`src/pkg/ofm_pkg.sv`:
```
// Package of constants and types for the output terminal function mux.
package ofm_pkg;
  localparam int CLK_HZ = 100_000_000;
  localparam int NUM_OUT = 21;
  localparam int NUM_PHYS = 5;
  localparam int CODE_W = 8;
  localparam int SPD_W = 16;
  localparam int HOLD_W = 16;

  // Function codes.
  localparam logic [7:0] FN_NONE = 8'h00;
  localparam logic [7:0] FN_RDY = 8'h01;
  localparam logic [7:0] FN_INPOS = 8'h02;
  localparam logic [7:0] FN_SPDLIM = 8'h0B;
  localparam logic [7:0] FN_OVWR = 8'h0D;
  localparam logic [7:0] FN_BRAKE = 8'h0E;
  localparam logic [7:0] FN_ALM_NO = 8'h10;
  localparam logic [7:0] FN_SRDY = 8'h1C;
  localparam logic [7:0] FN_ALM_NC = 8'h4C;

  // Power-up assignment defaults.
  localparam logic [7:0] DEF_OUT1 = 8'h01;
  localparam logic [7:0] DEF_OUT2 = 8'h02;
  localparam logic [7:0] DEF_OUT3 = 8'h4C;
  localparam logic [7:0] DEF_OTHER = 8'h00;

  // Byte addresses of the APB registers.
  localparam logic [11:0] A_SEL_BASE = 12'h000;
  localparam logic [11:0] A_SEL_LAST = 12'h050;
  localparam logic [11:0] A_CTRL = 12'h080;
  localparam logic [11:0] A_MAXPS = 12'h084;
  localparam logic [11:0] A_MAXTQ = 12'h088;
  localparam logic [11:0] A_HOLD = 12'h08C;
  localparam logic [11:0] A_OUTS = 12'h090;
  localparam logic [11:0] A_IRQ_ST = 12'h094;
  localparam logic [11:0] A_IRQ_MASK = 12'h098;
  localparam logic [11:0] A_STEP0 = 12'h0A0;
  localparam logic [11:0] A_STEP7 = 12'h0BC;

  // Control register fields, and reset defaults of the speed and hold registers.
  localparam int CTRL_INPOS_FMT = 0;
  localparam int CTRL_TQ_SEL = 1;
  localparam logic [15:0] DEF_SPEED = 16'h1388;
  localparam logic [15:0] DEF_HOLD_MS = 16'h0064;

  // Interrupt status bits.
  localparam int IRQ_W = 4;
  localparam int IRQ_ALARM = 0;
  localparam int IRQ_INPOS = 1;
  localparam int IRQ_SPDLIM = 2;
  localparam int IRQ_OVWR = 3;

  // Timing: one-shot width and one millisecond tick.
  localparam int PULSE_NS = 1000;
  localparam int PULSE_CYC = (PULSE_NS * (CLK_HZ / 1_000_000) + 999) / 1000;
  localparam int MS_CYC = CLK_HZ / 1000;

  typedef enum logic [3:0] {
    OFM_ST_IDLE = 4'b0001,
    OFM_ST_RUN = 4'b0010,
    OFM_ST_HOLD = 4'b0100,
    OFM_ST_OFF = 4'b1000
  } ofm_brake_e;

  typedef enum logic [2:0] {
    OFM_MODE_POS = 3'b001,
    OFM_MODE_SPD = 3'b010,
    OFM_MODE_TRQ = 3'b100
  } ofm_mode_e;
endpackage

```
`src/pkg/ofm_sel_if.sv`:
```
// Interface carrying selection-table access between top and memory.
`timescale 1ns/100ps
interface ofm_sel_if;
  logic we;
  logic [4:0] waddr;
  logic [7:0] wdata;
  logic [4:0] raddr;
  logic [7:0] rdata;
  modport ctrl (output we, output waddr, output wdata, output raddr, input rdata);
  modport mem (input we, input waddr, input wdata, input raddr, output rdata);
endinterface

```
`src/hw/ofm_sel_mem.sv`:
```
// Small memory of pending assignment codes with registered read data.
`timescale 1ns/100ps
module ofm_sel_mem (
  // Clock, reset and enable.
  input wire logic mclk,
  input wire logic rst,
  input wire logic ce,
  // Access port.
  ofm_sel_if.mem bus
);
  // Pending codes survive reset like stored parameters, so a new code reaches the next power-up.
  logic [7:0] mem [0:ofm_pkg::NUM_OUT-1] = '{0: ofm_pkg::DEF_OUT1, 1: ofm_pkg::DEF_OUT2,
    2: ofm_pkg::DEF_OUT3, default: ofm_pkg::DEF_OTHER};

  always_ff @(posedge mclk) begin
    if (ce && bus.we && bus.waddr < 5'(ofm_pkg::NUM_OUT)) begin
      mem[bus.waddr] <= bus.wdata;
    end
  end

  always_ff @(posedge mclk or posedge rst) begin
    if (rst) begin
      bus.rdata <= 8'h00;
    end else if (ce) begin
      bus.rdata <= (bus.raddr < 5'(ofm_pkg::NUM_OUT)) ? mem[bus.raddr] : 8'h00;
    end
  end
endmodule

```
`src/hw/ofm_top.sv`:
```
// Output terminal function mux with status generation and APB registers.
//
// Function
// - Each output carries one status function chosen by a one-to-one code.
// - Outputs 1-5 are physical pins; outputs 6-21 are communication data only.
// - New assignment codes take effect only at the next power-up.
// - Ready needs servo-on, forced-stop on, coast off, no alarm, control ready.
// - In-position asserts once positioning motion has finished.
// - Position control: in-position is on with done, overtravel or clear, and off upon alarm.
// - Speed or torque control holds in-position permanently on.
// - In-position format 0 gives a level, 1 gives a single-shot pulse.
// - Speed limit detect uses position/speed max speed except pulse operation in position control.
// - Torque mode uses torque max speed, or multistep selection when selected.
// - Overwrite completion asserts after teaching write, holds while entering.
// - Brake output drops whenever servo-on turns off.
// - Ready drops after brake hold torque time elapses, or at once on alarm.
// - Alarm detect: open variant on, closed variant off, on alarm.
`timescale 1ns/100ps
module ofm_top (
  // Clock, reset and enable.
  input wire logic mclk,
  input wire logic rst,
  input wire logic ce,
  // APB slave.
  input wire logic psel,
  input wire logic penable,
  input wire logic pwrite,
  input wire logic [11:0] paddr,
  input wire logic [31:0] pwdata,
  output logic [31:0] prdata,
  output logic pready,
  output logic pslverr,
  // Drive status inputs.
  input wire logic servo_on_input,
  input wire logic forced_stop_input,
  input wire logic coast_input,
  input wire logic alarm_detected,
  input wire logic servo_ctrl_ready,
  input wire logic overtravel,
  input wire logic dev_clear,
  input wire logic positioning_done,
  input wire logic pulse_operation,
  input wire logic [2:0] control_mode,
  input wire logic [15:0] motor_speed,
  input wire logic multistep_speed_sel_0,
  input wire logic multistep_speed_sel_1,
  input wire logic multistep_speed_sel_2,
  input wire logic teach_written,
  input wire logic teach_entering,
  // Outputs.
  output logic [4:0] general_output,
  output logic [15:0] comm_output,
  output logic brake_release,
  output logic irq
);
  ofm_sel_if sel ();
  ofm_sel_mem u_mem (
    .mclk(mclk),
    .rst(rst),
    .ce(ce),
    .bus(sel.mem)
  );

  ////////////////////////////////////////////////////////////////////////
  // Registers.
  logic [7:0] active_code [0:ofm_pkg::NUM_OUT-1];
  logic [4:0] load_idx;
  logic loading;
  logic [1:0] ctrl;
  logic [15:0] max_speed_pos_speed_param;
  logic [15:0] max_speed_torque_param;
  logic [15:0] brake_hold_torque_time;
  logic [15:0] step_speed [0:7];
  logic [3:0] irq_status;
  logic [3:0] irq_mask;
  logic [20:0] func_out;
  logic rd_pending;
  logic rd_sel;
  logic [31:0] rd_hold;

  logic apb_acc;
  logic apb_wr;
  logic [4:0] sel_idx;
  assign apb_acc = psel && penable;
  assign apb_wr = apb_acc && pwrite;
  assign sel_idx = 5'(paddr[11:2]);

  function automatic logic in_range(input logic [11:0] a, input logic [11:0] lo,
                                    input logic [11:0] hi);
    return (a >= lo) && (a <= hi);
  endfunction

  ////////////////////////////////////////////////////////////////////////
  // Power-up latch of the assignment table from the pending memory.
  always_ff @(posedge mclk or posedge rst) begin
    if (rst) begin
      loading <= 1'b1;
      load_idx <= 5'h00;
    end else if (ce && loading) begin
      if (load_idx == 5'(ofm_pkg::NUM_OUT)) begin
        loading <= 1'b0;
      end else begin
        load_idx <= load_idx + 5'h01;
      end
    end
  end

  always_ff @(posedge mclk or posedge rst) begin
    if (rst) begin
      for (int i = 0; i < ofm_pkg::NUM_OUT; i++) begin
        active_code[i] <= ofm_pkg::FN_NONE;
      end
    end else if (ce && loading && load_idx != 5'h00) begin
      active_code[load_idx - 5'h01] <= sel.rdata;
    end
  end

  // Memory port: the loader reads first, then software reads.
  assign sel.we = apb_wr && !loading && in_range(paddr, ofm_pkg::A_SEL_BASE,
                  ofm_pkg::A_SEL_LAST);
  assign sel.waddr = sel_idx;
  assign sel.wdata = pwdata[7:0];
  assign sel.raddr = loading ? load_idx : sel_idx;

  ////////////////////////////////////////////////////////////////////////
  // APB register writes.
  always_ff @(posedge mclk or posedge rst) begin
    if (rst) begin
      ctrl <= 2'b00;
      max_speed_pos_speed_param <= ofm_pkg::DEF_SPEED;
      max_speed_torque_param <= ofm_pkg::DEF_SPEED;
      brake_hold_torque_time <= ofm_pkg::DEF_HOLD_MS;
      irq_mask <= 4'h0;
      for (int i = 0; i < 8; i++) begin
        step_speed[i] <= ofm_pkg::DEF_SPEED;
      end
    end else if (ce && apb_wr && pready) begin
      if (paddr == ofm_pkg::A_CTRL) begin
        ctrl <= pwdata[1:0];
      end else if (paddr == ofm_pkg::A_MAXPS) begin
        max_speed_pos_speed_param <= pwdata[15:0];
      end else if (paddr == ofm_pkg::A_MAXTQ) begin
        max_speed_torque_param <= pwdata[15:0];
      end else if (paddr == ofm_pkg::A_HOLD) begin
        brake_hold_torque_time <= pwdata[15:0];
      end else if (paddr == ofm_pkg::A_IRQ_MASK) begin
        irq_mask <= pwdata[3:0];
      end else if (in_range(paddr, ofm_pkg::A_STEP0, ofm_pkg::A_STEP7)) begin
        step_speed[paddr[4:2]] <= pwdata[15:0];
      end
    end
  end

  ////////////////////////////////////////////////////////////////////////
  // APB read path: selection reads take one wait state for the memory.
  logic is_sel;
  logic mapped;
  logic [31:0] rd_mux;
  assign is_sel = in_range(paddr, ofm_pkg::A_SEL_BASE, ofm_pkg::A_SEL_LAST)
                  && paddr[1:0] == 2'b00;
  assign mapped = is_sel || paddr == ofm_pkg::A_CTRL || paddr == ofm_pkg::A_MAXPS
                  || paddr == ofm_pkg::A_MAXTQ || paddr == ofm_pkg::A_HOLD
                  || paddr == ofm_pkg::A_OUTS || paddr == ofm_pkg::A_IRQ_ST
                  || paddr == ofm_pkg::A_IRQ_MASK
                  || (in_range(paddr, ofm_pkg::A_STEP0, ofm_pkg::A_STEP7)
                      && paddr[1:0] == 2'b00);
  assign pready = !(is_sel && !pwrite) || rd_pending;
  assign pslverr = apb_acc && !mapped;

  always_comb begin
    rd_mux = 32'h0000_0000;
    if (paddr == ofm_pkg::A_CTRL) begin
      rd_mux = {30'h0, ctrl};
    end else if (paddr == ofm_pkg::A_MAXPS) begin
      rd_mux = {16'h0, max_speed_pos_speed_param};
    end else if (paddr == ofm_pkg::A_MAXTQ) begin
      rd_mux = {16'h0, max_speed_torque_param};
    end else if (paddr == ofm_pkg::A_HOLD) begin
      rd_mux = {16'h0, brake_hold_torque_time};
    end else if (paddr == ofm_pkg::A_OUTS) begin
      rd_mux = {11'h0, func_out};
    end else if (paddr == ofm_pkg::A_IRQ_ST) begin
      rd_mux = {28'h0, irq_status};
    end else if (paddr == ofm_pkg::A_IRQ_MASK) begin
      rd_mux = {28'h0, irq_mask};
    end else if (in_range(paddr, ofm_pkg::A_STEP0, ofm_pkg::A_STEP7)) begin
      rd_mux = {16'h0, step_speed[paddr[4:2]]};
    end
  end

  always_ff @(posedge mclk or posedge rst) begin
    if (rst) begin
      rd_pending <= 1'b0;
      rd_sel <= 1'b0;
    end else if (ce) begin
      rd_pending <= apb_acc && is_sel && !pwrite && !rd_pending && !loading;
      rd_sel <= is_sel;
    end
  end

  always_ff @(posedge mclk or posedge rst) begin
    if (rst) begin
      rd_hold <= 32'h0000_0000;
    end else if (ce && psel && !penable) begin
      rd_hold <= rd_mux;
    end
  end
  assign prdata = rd_sel ? {24'h0, sel.rdata} : rd_hold;

  ////////////////////////////////////////////////////////////////////////
  // Status functions.
  logic alarm_closed;
  logic ready_cond;
  logic ready_out;
  logic inpos_level;
  logic inpos_prev;
  logic inpos_out;
  logic [15:0] pulse_cnt;
  logic [15:0] speed_limit;
  logic spd_lim;
  logic ovwr;
  logic [2:0] step;

  assign ready_cond = servo_on_input && forced_stop_input && !coast_input
                      && !alarm_detected && servo_ctrl_ready;
  assign alarm_closed = !alarm_detected;

  // Position mode keeps in-position on through S-ON, OT, clear and stop.
  always_comb begin
    if (control_mode != ofm_pkg::OFM_MODE_POS) begin
      inpos_level = 1'b1;
    end else if (alarm_detected) begin
      inpos_level = 1'b0;
    end else begin
      inpos_level = positioning_done || overtravel || dev_clear;
    end
  end

  always_ff @(posedge mclk or posedge rst) begin
    if (rst) begin
      inpos_prev <= 1'b0;
      pulse_cnt <= 16'h0000;
    end else if (ce) begin
      inpos_prev <= inpos_level;
      if (inpos_level && !inpos_prev) begin
        pulse_cnt <= 16'(ofm_pkg::PULSE_CYC);
      end else if (pulse_cnt != 16'h0000) begin
        pulse_cnt <= pulse_cnt - 16'h0001;
      end
    end
  end
  assign inpos_out = ctrl[ofm_pkg::CTRL_INPOS_FMT] ? (pulse_cnt != 16'h0000)
                     : inpos_level;

  assign step = {multistep_speed_sel_2, multistep_speed_sel_1, multistep_speed_sel_0};
  always_comb begin
    if (control_mode == ofm_pkg::OFM_MODE_TRQ) begin
      speed_limit = ctrl[ofm_pkg::CTRL_TQ_SEL] ? step_speed[step]
                    : max_speed_torque_param;
    end else begin
      speed_limit = max_speed_pos_speed_param;
    end
  end
  assign spd_lim = !(pulse_operation && control_mode == ofm_pkg::OFM_MODE_POS)
                   && motor_speed >= speed_limit;

  always_ff @(posedge mclk or posedge rst) begin
    if (rst) begin
      ovwr <= 1'b0;
    end else if (ce) begin
      if (teach_written) begin
        ovwr <= 1'b1;
      end else if (!teach_entering) begin
        ovwr <= 1'b0;
      end
    end
  end

  ////////////////////////////////////////////////////////////////////////
  // Brake sequencing with hold time before ready drops.
  ofm_pkg::ofm_brake_e bstate;
  logic [16:0] tick;
  logic [15:0] ms_cnt;
  always_ff @(posedge mclk or posedge rst) begin
    if (rst) begin
      bstate <= ofm_pkg::OFM_ST_IDLE;
      tick <= 17'h00000;
      ms_cnt <= 16'h0000;
    end else if (ce) begin
      case (bstate)
        ofm_pkg::OFM_ST_IDLE: begin
          if (ready_cond) begin
            bstate <= ofm_pkg::OFM_ST_RUN;
          end
        end
        ofm_pkg::OFM_ST_RUN: begin
          if (!ready_cond) begin
            bstate <= ofm_pkg::OFM_ST_HOLD;
            tick <= 17'h00000;
            ms_cnt <= 16'h0000;
          end
        end
        ofm_pkg::OFM_ST_HOLD: begin
          if (alarm_detected || ms_cnt >= brake_hold_torque_time) begin
            bstate <= ofm_pkg::OFM_ST_OFF;
          end else if (tick == 17'(ofm_pkg::MS_CYC - 1)) begin
            tick <= 17'h00000;
            ms_cnt <= ms_cnt + 16'h0001;
          end else begin
            tick <= tick + 17'h00001;
          end
        end
        default: begin
          bstate <= ofm_pkg::OFM_ST_IDLE;
        end
      endcase
    end
  end
  assign ready_out = bstate == ofm_pkg::OFM_ST_RUN
                     || (bstate == ofm_pkg::OFM_ST_HOLD && !alarm_detected);
  assign brake_release = bstate == ofm_pkg::OFM_ST_RUN && servo_on_input;

  ////////////////////////////////////////////////////////////////////////
  // Code to function mapping.
  function automatic logic pick(input logic [7:0] code, input logic [8:0] f);
    if (code == ofm_pkg::FN_RDY) begin
      return f[0];
    end else if (code == ofm_pkg::FN_INPOS) begin
      return f[1];
    end else if (code == ofm_pkg::FN_SPDLIM) begin
      return f[2];
    end else if (code == ofm_pkg::FN_OVWR) begin
      return f[3];
    end else if (code == ofm_pkg::FN_BRAKE) begin
      return f[4];
    end else if (code == ofm_pkg::FN_ALM_NO) begin
      return f[5];
    end else if (code == ofm_pkg::FN_SRDY) begin
      return f[6];
    end else if (code == ofm_pkg::FN_ALM_NC) begin
      return f[7];
    end else begin
      return 1'b0;
    end
  endfunction

  logic [8:0] fvec;
  assign fvec = {1'b0, alarm_closed, servo_ctrl_ready, alarm_detected, brake_release,
                 ovwr, spd_lim, inpos_out, ready_out};

  always_ff @(posedge mclk or posedge rst) begin
    if (rst) begin
      func_out <= 21'h000000;
    end else if (ce) begin
      for (int i = 0; i < ofm_pkg::NUM_OUT; i++) begin
        func_out[i] <= loading ? 1'b0 : pick(active_code[i], fvec);
      end
    end
  end
  assign general_output = func_out[4:0];
  assign comm_output = func_out[20:5];

  ////////////////////////////////////////////////////////////////////////
  // Interrupts: sticky rising-edge events, write one to clear, set wins.
  logic [3:0] ev_now;
  logic [3:0] ev_prev;
  logic [3:0] ev_rise;
  logic [3:0] w1c;
  assign ev_now = {ovwr, spd_lim, inpos_out, alarm_detected};
  assign ev_rise = ev_now & ~ev_prev;
  assign w1c = (apb_wr && pready && paddr == ofm_pkg::A_IRQ_ST) ? pwdata[3:0] : 4'h0;
  always_ff @(posedge mclk or posedge rst) begin
    if (rst) begin
      ev_prev <= 4'h0;
      irq_status <= 4'h0;
    end else if (ce) begin
      ev_prev <= ev_now;
      irq_status <= (irq_status & ~w1c) | ev_rise;
    end
  end
  assign irq = |(irq_status & irq_mask);
endmodule

```
`config.mk`:
```
export PLATFORM = sky130hd
export DESIGN_NAME = ofm_top
export DESIGN_NICKNAME = d
export VERILOG_FILES = /design/src/pkg/ofm_pkg.sv /design/src/pkg/ofm_sel_if.sv /design/src/hw/ofm_sel_mem.sv /design/src/hw/ofm_top.sv
export SDC_FILE = /design/constraint.sdc
export NUM_CORES = 2
export LEC_CHECK = 0
export BUFFER_PORTS_ARGS = -buffer_cell sky130_fd_sc_hd__buf_2
export CAP_MARGIN = 20
export CORE_MARGIN = 2
export CORE_UTILIZATION = 51
export DETAILED_ROUTE_END_ITERATION = 6
export PLACE_DENSITY = 0.68
export RECOVER_POWER = 100
export SLEW_MARGIN = 25
export SYNTH_ARGS = -nofsm -noshare
export SYNTH_HDL_FRONTEND = slang
export SYNTH_SLANG_ARGS = --single-unit
```
`constraint.sdc`:
```
create_clock -name mclk -period 33.4 [get_ports mclk]
set_input_delay 1.67 -clock mclk [delete_from_list [all_inputs] [get_ports mclk]]
set_output_delay 1.67 -clock mclk [all_outputs]
set_load 0.1 [all_outputs]
```
* Yosys cells after proc, flatten, opt, wreduce, memory -nomap -nowiden
Memory sizes are Yosys's and may differ from the RTL's.
Cells that the tools add are included.
** Word-level totals
- Input bits :: 83
- Memory bits (writable) :: 168
- Logic and storage cells :: 585
- Flip-flop bits (word level) :: 482
- Output and inout bits :: 57
- Memories :: 1
** Memories
- u_mem.mem :: depth 21, width 8, rd ports 1, clocked after Yosys merged registers in 0, write ports 1, RTL line ofm_sel_mem.sv:12 : logic [7:0] mem [0:ofm_pkg::NUM_OUT-1] = '{0: ofm_pkg::DEF_OUT1, 1: ofm_pkg::DEF_OUT2,
** Cells by class
- Muxes and demuxes :: 236
- $lt $le $gt $ge :: 13
- Equal/unequal tests :: 189
- $add $sub $neg :: 5
- Reduce and logical (&&, ||, !) cells :: 77
- Bitwise gates (word level) :: 15
** Operators with widths (number)
- $eq A8 B4 Y1 const B :: 63
- $eq A8 B5 Y1 const B :: 42
- $mux W16 :: 15
- $mux W1 :: 196
- $bwmux W168 :: 1
- $eq A8 B1 Y1 const B :: 21
- $eq A8 B2 Y1 const B :: 21
- $eq A8 B7 Y1 const B :: 21
- $bwmux W128 :: 1
- $mux W21 :: 5
- $bmux W16 S3 :: 2
- $eq A12 B8 Y1 const B :: 7
- $mux W17 :: 3
- $demux W16 S3 :: 1
- $demux W8 S5 :: 1
- $logic_and A1 B1 Y1 :: 35
- $pmux W17 S2 :: 1
- $ge A16 B16 Y1 :: 2
- $mux W32 :: 1
- $pmux W16 S2 :: 1
- $add A17 B1 Y17 const B :: 1
- $eq A17 B17 Y1 const B :: 1
- $add A16 B1 Y16 const B :: 1
- $mux W4 :: 4
- other kinds (42) :: 88

* Longest topological paths before layout
- Depth after elaboration :: 13
- Gate-level depth with buffers :: 15
- Depth with buffers taken out :: 13

* Cells and area by module
A second synthesis with hierarchy kept.
** Unflattened totals
- Cell total of the unflattened synthesis :: 2717
- Area total of the unflattened synthesis :: 32339.8 µm²
** By module, submodules not included
- ofm_top :: seq. area each 11654.9 µm², area an instance 25364.3 µm², cells each 2341, times used 1
- ofm_sel_mem :: seq. area each 5245.0 µm², area an instance 6975.4 µm², cells each 376, times used 1

* Worst setup path before layout
Ideal clock, no wire load.
- Path kind :: input to output
- Start point :: in paddr[2]
- End point :: out pslverr
- Required time :: 31.730 ns
- Buffers on the path :: 3
- Setup slack :: 26.231 ns
- Stages :: 7
- Arrival :: 5.499 ns
- Cell sequence :: buf_2 buf_4 nand2_1 clkbuf_1 nand4b_1 a21boi_0 nor4_1
** Between the ends
- Cells in the longest elaborated chain, start to end :: 13
- Elaborated cells between the ends (all ways) :: 25
- Those cells by class :: order compare (4); eq/ne (7); reduce/logical (14)
** RTL lines
- from (decl) :: RTL line ofm_top.sv:28 : input wire logic [11:0] paddr,
- $ge A12 B1 Y1 or $le A12 B7 Y1 (tied branches) :: RTL line ofm_top.sv:90 : return (a >= lo) && (a <= hi);
- $logic_and A1 B1 Y1 :: RTL line ofm_top.sv:90
- $logic_and A1 B1 Y1 :: RTL line ofm_top.sv:160 : && paddr[1:0] == 2'b00;
- $logic_or A1 B1 Y1 (2 in a row) :: RTL line ofm_top.sv:161 : assign mapped = is_sel || paddr == ofm_pkg::A_CTRL || paddr == ofm_pkg::A_MAXPS
- $logic_or A1 B1 Y1 (2 in a row) :: RTL line ofm_top.sv:162 : || paddr == ofm_pkg::A_MAXTQ || paddr == ofm_pkg::A_HOLD
- $logic_or A1 B1 Y1 (2 in a row) :: RTL line ofm_top.sv:163 : || paddr == ofm_pkg::A_OUTS || paddr == ofm_pkg::A_IRQ_ST
- $logic_or A1 B1 Y1 :: RTL line ofm_top.sv:164 : || paddr == ofm_pkg::A_IRQ_MASK
- $logic_or A1 B1 Y1 * :: RTL line ofm_top.sv:165 : || (in_range(paddr, ofm_pkg::A_STEP0, ofm_pkg::A_STEP7)
- $logic_not A1 Y1 * :: RTL line ofm_top.sv:168 : assign pslverr = apb_acc && !mapped;
- $logic_and A1 B1 Y1 * :: RTL line ofm_top.sv:168
- to (decl) :: RTL line ofm_top.sv:32 : output logic pslverr,
Every way passes the cells marked *; elsewhere a longest branch is shown, timed or not.

==> flow_summary.toml <==
[clock_network]
clk_pin_slew_ns = 0.06
cts_max_level = 3
cts_tree = "built"
cts_resized = 0
clkLatencyLatePin_ns = 0.61
ctsHoldBuffers = 0
cts_buffers = 69
cts_setup_buffers = 0
cts.sinks = 639
clock_path_buffers = 3
root_buffer = "clkbuf_16"

[global_routing]
grt_pass1_wl_um = 140000
use_met1_pct = 37.9
grt.met2_usage_pct = 43.0
grtUsageTotal_pct = 27.3
busiest_layer = "met2"
antenna_found_initial = 3
grt_overflow = 0
use_met3_pct = 4.73
grt_max_degree = 92
grt_pass1_vias = 24144

[sta]
fin_skew_ns = 0.0156
slew_viol_final = 1113
tns_ns = 0
period_share_pct = 40.3
fin_hold_ws_ns = 0.457
worst_pin_slew_ns = 4.41
slew_headroom_pct = -194
timing.fmax_ghz = 0.0743
hold_viol = 0
rsz0062_at_grt = "false"
setup_violations = 0
min_period_ns = 13.46

[floorplanning]
initial_core_util_pct = 51.7
coreArea_um2 = 63300
dieArea_um2 = 66300
num_io_pins = 140
die_w_um = 257
num_rows = 92
die-height_um = 257

[routing]
routedWlPerCell_um = 23.5
viasPerCell = 6.36
vias = 24695
drc_errors = 5
ant_nets = 0
first_pass_iters = 7
drtIter0Drc = 2918
drt-total-wl_um = 91300

[place]
place.gp.congestion = 0.876
numPortBuffers = 112
place_hpwl_um = 57900

[synthesis]
avgSynthCellArea_um2 = 11.1
synth_top_family_by_area = "multiplexers"
synth_seq_cells = 639
syn_inst = 2943
synth_cell_type_count = 88
yosysWarnings = 0
synth-simple-area-share_pct = 15.6
ys.flop_type = "dfrtp_1"
ys_seq_area_share_pct = 51.6
synth-edff-count = 168
synth_xor_xnor_area_share_pct = 0.428
syn_area_um2 = 32800
async_flop_share_pct = 73.7
muxShareOfSynthArea_pct = 15.7
synth-compound-area-share_pct = 11.9
yosys.area_share.adder_pct = 1.57

[setup_path]
critPathKind = "primary input to async pin"
crit_path_start = "rst"
cp.arrival_ns = 13.15
crit_required_ns = 33.09
end_kind = "async pin"
rr_startpoint = "step_speed[15]"
path_max_fanout = 91
cp-start-kind = "primary input"

[power_and_ir_drop]
leakagePower_nw = 14.6
vdd_ir_drop_max_v = 0.0000454
powerDensity_nw_per_um2 = 69.2

[status]
outcome = "finished with violations"
violations = "design-rule violations, max-capacitance violations, max-slew violations"

[min_path]
hp-start = "ev_prev[3]"
hp-class = "register to register"

[layout]
layout-drive-gt1-share_pct = 20.3
final.fill_count = 5279
final_cell_mix = "dfrtp_1 (416), nand2_1 (397), mux2_2 (292), o21ai_0 (179), edfxtp_1 (168)"
area_delta_synth_final_pct = 9.56
final_common_cell = "dfrtp_1"
layout.nets = 3109

[run]
cap_violations = 30
[metrics by stage]
step           power [mW]  worst slack (ns)  cells  util [%]  area, µm²
6_report             2.48             19.94   3884      56.7      35900
5_1_grt              2.60             17.33   3883      56.7      35900
4_1_cts              2.49             26.74   3881      57.0      36100
3_5_place_dp         1.74             26.75   3759      53.6      33900
3_3_place_gp         1.70             26.70   3759      53.5      33900
2_1_floorplan        1.52             18.68   2953         -      32800
[report_power, final]
group          total (mW)  internal, mW  switching [mW]  leakage [nW]
clock network       0.749         0.438           0.311          1.08
registers            1.07         0.911           0.158          7.55
logic               0.664         0.246           0.419          5.93
total                2.48          1.59           0.888          14.6
[path summary, 6_finish.rpt]
kind	to	slack (ns)	depth (start not counted)
setup / recovery	step_speed[111]	19.94	5
hold / removal	irq_status[3]	0.46	1
setup reg to reg	func_out[4]	28.67	12
hold reg to reg	irq_status[3]	0.46	1
max in group mclk	pslverr	24.83	6
min in group asynchronous	active_code[124]	2.30	2
[kinds of logic (layout without fill, tap and decap cells)]
| family | Yosys count | after routing |
|---|---|---|
| AO/OA/AOI/OAI | 590 | 590 |
| XOR/XNOR | 16 | 16 |
| adder cells (fa/ha/maj) | 41 | 41 |
| buffers and inverters | 240 | 323 |
| flip-flops | 639 | 639 |
| multiplexers | 396 | 396 |
| other | 1 | 13 |
| AND/OR/NAND/NOR | 1020 | 1020 |
[registers in the layout, indices dropped and copies added, names as in the netlist, 2 cells and up]
register,flops
tick,17
irq_status,4
ms_cnt,16
ev_prev,4
irq_mask,4
u_mem.bus.rdata,8
bstate,4
pulse_cnt,16
load_idx,5
func_out,21
max_speed_torque_param,16
rd_hold,21
step_speed,128
max_speed_pos_speed_param,16
ctrl,2
active_code,168
u_mem.mem,168
brake_hold_torque_time,16
[worst max-delay path, cell delays in order]
cell        delay [ns]
clkbuf_1          0.09
clkinvlp_2        2.25
clkbuf_1          2.47
clkbuf_1          3.24
clkbuf_1          3.25
[layer usage]
metal	up-vias	part of all wire (%)
met5	-	0.028
met4	4	3.2
met3	200	8.2
met2	1074	46
met1	12368	42
li1	11049	-
[cell usage after synthesis (32+ instances only)]
master / count / area (µm²)
inv_1: 50 / 188
dfstp_2: 55 / 1450
a21oi_1: 123 / 616
mux4_2: 64 / 1440
o21ai_0: 178 / 891
nand2_1: 397 / 1490
clkbuf_1: 112 / 420
nor2_1: 147 / 552
nor3_1: 37 / 185
nor3b_1: 35 / 263
buf_2: 33 / 165
nor2b_1: 42 / 263
edfxtp_1: 168 / 5040
ha_1: 41 / 513
mux2_2: 292 / 3290
mux2i_1: 40 / 400
dfrtp_1: 416 / 10400
and3_1: 32 / 200
nor4_1: 40 / 250
nand3_1: 112 / 561
a31oi_1: 39 / 244
[final cells by class]
type / count / area (µm²) / area share (%)
sequential: 639 / 16900 / 47.1
multi-input combinational: 2074 / 14800 / 41.2
clock buffer: 105 / 2050 / 5.70
tap: 846 / 1060 / 2.95
timing repair buffer: 150 / 752 / 2.10
inverter: 51 / 193 / 0.537
clock inverter: 17 / 155 / 0.432
antenna: 2 / 5.00 / 0.0139
Power figures use the tool's default switching activity.
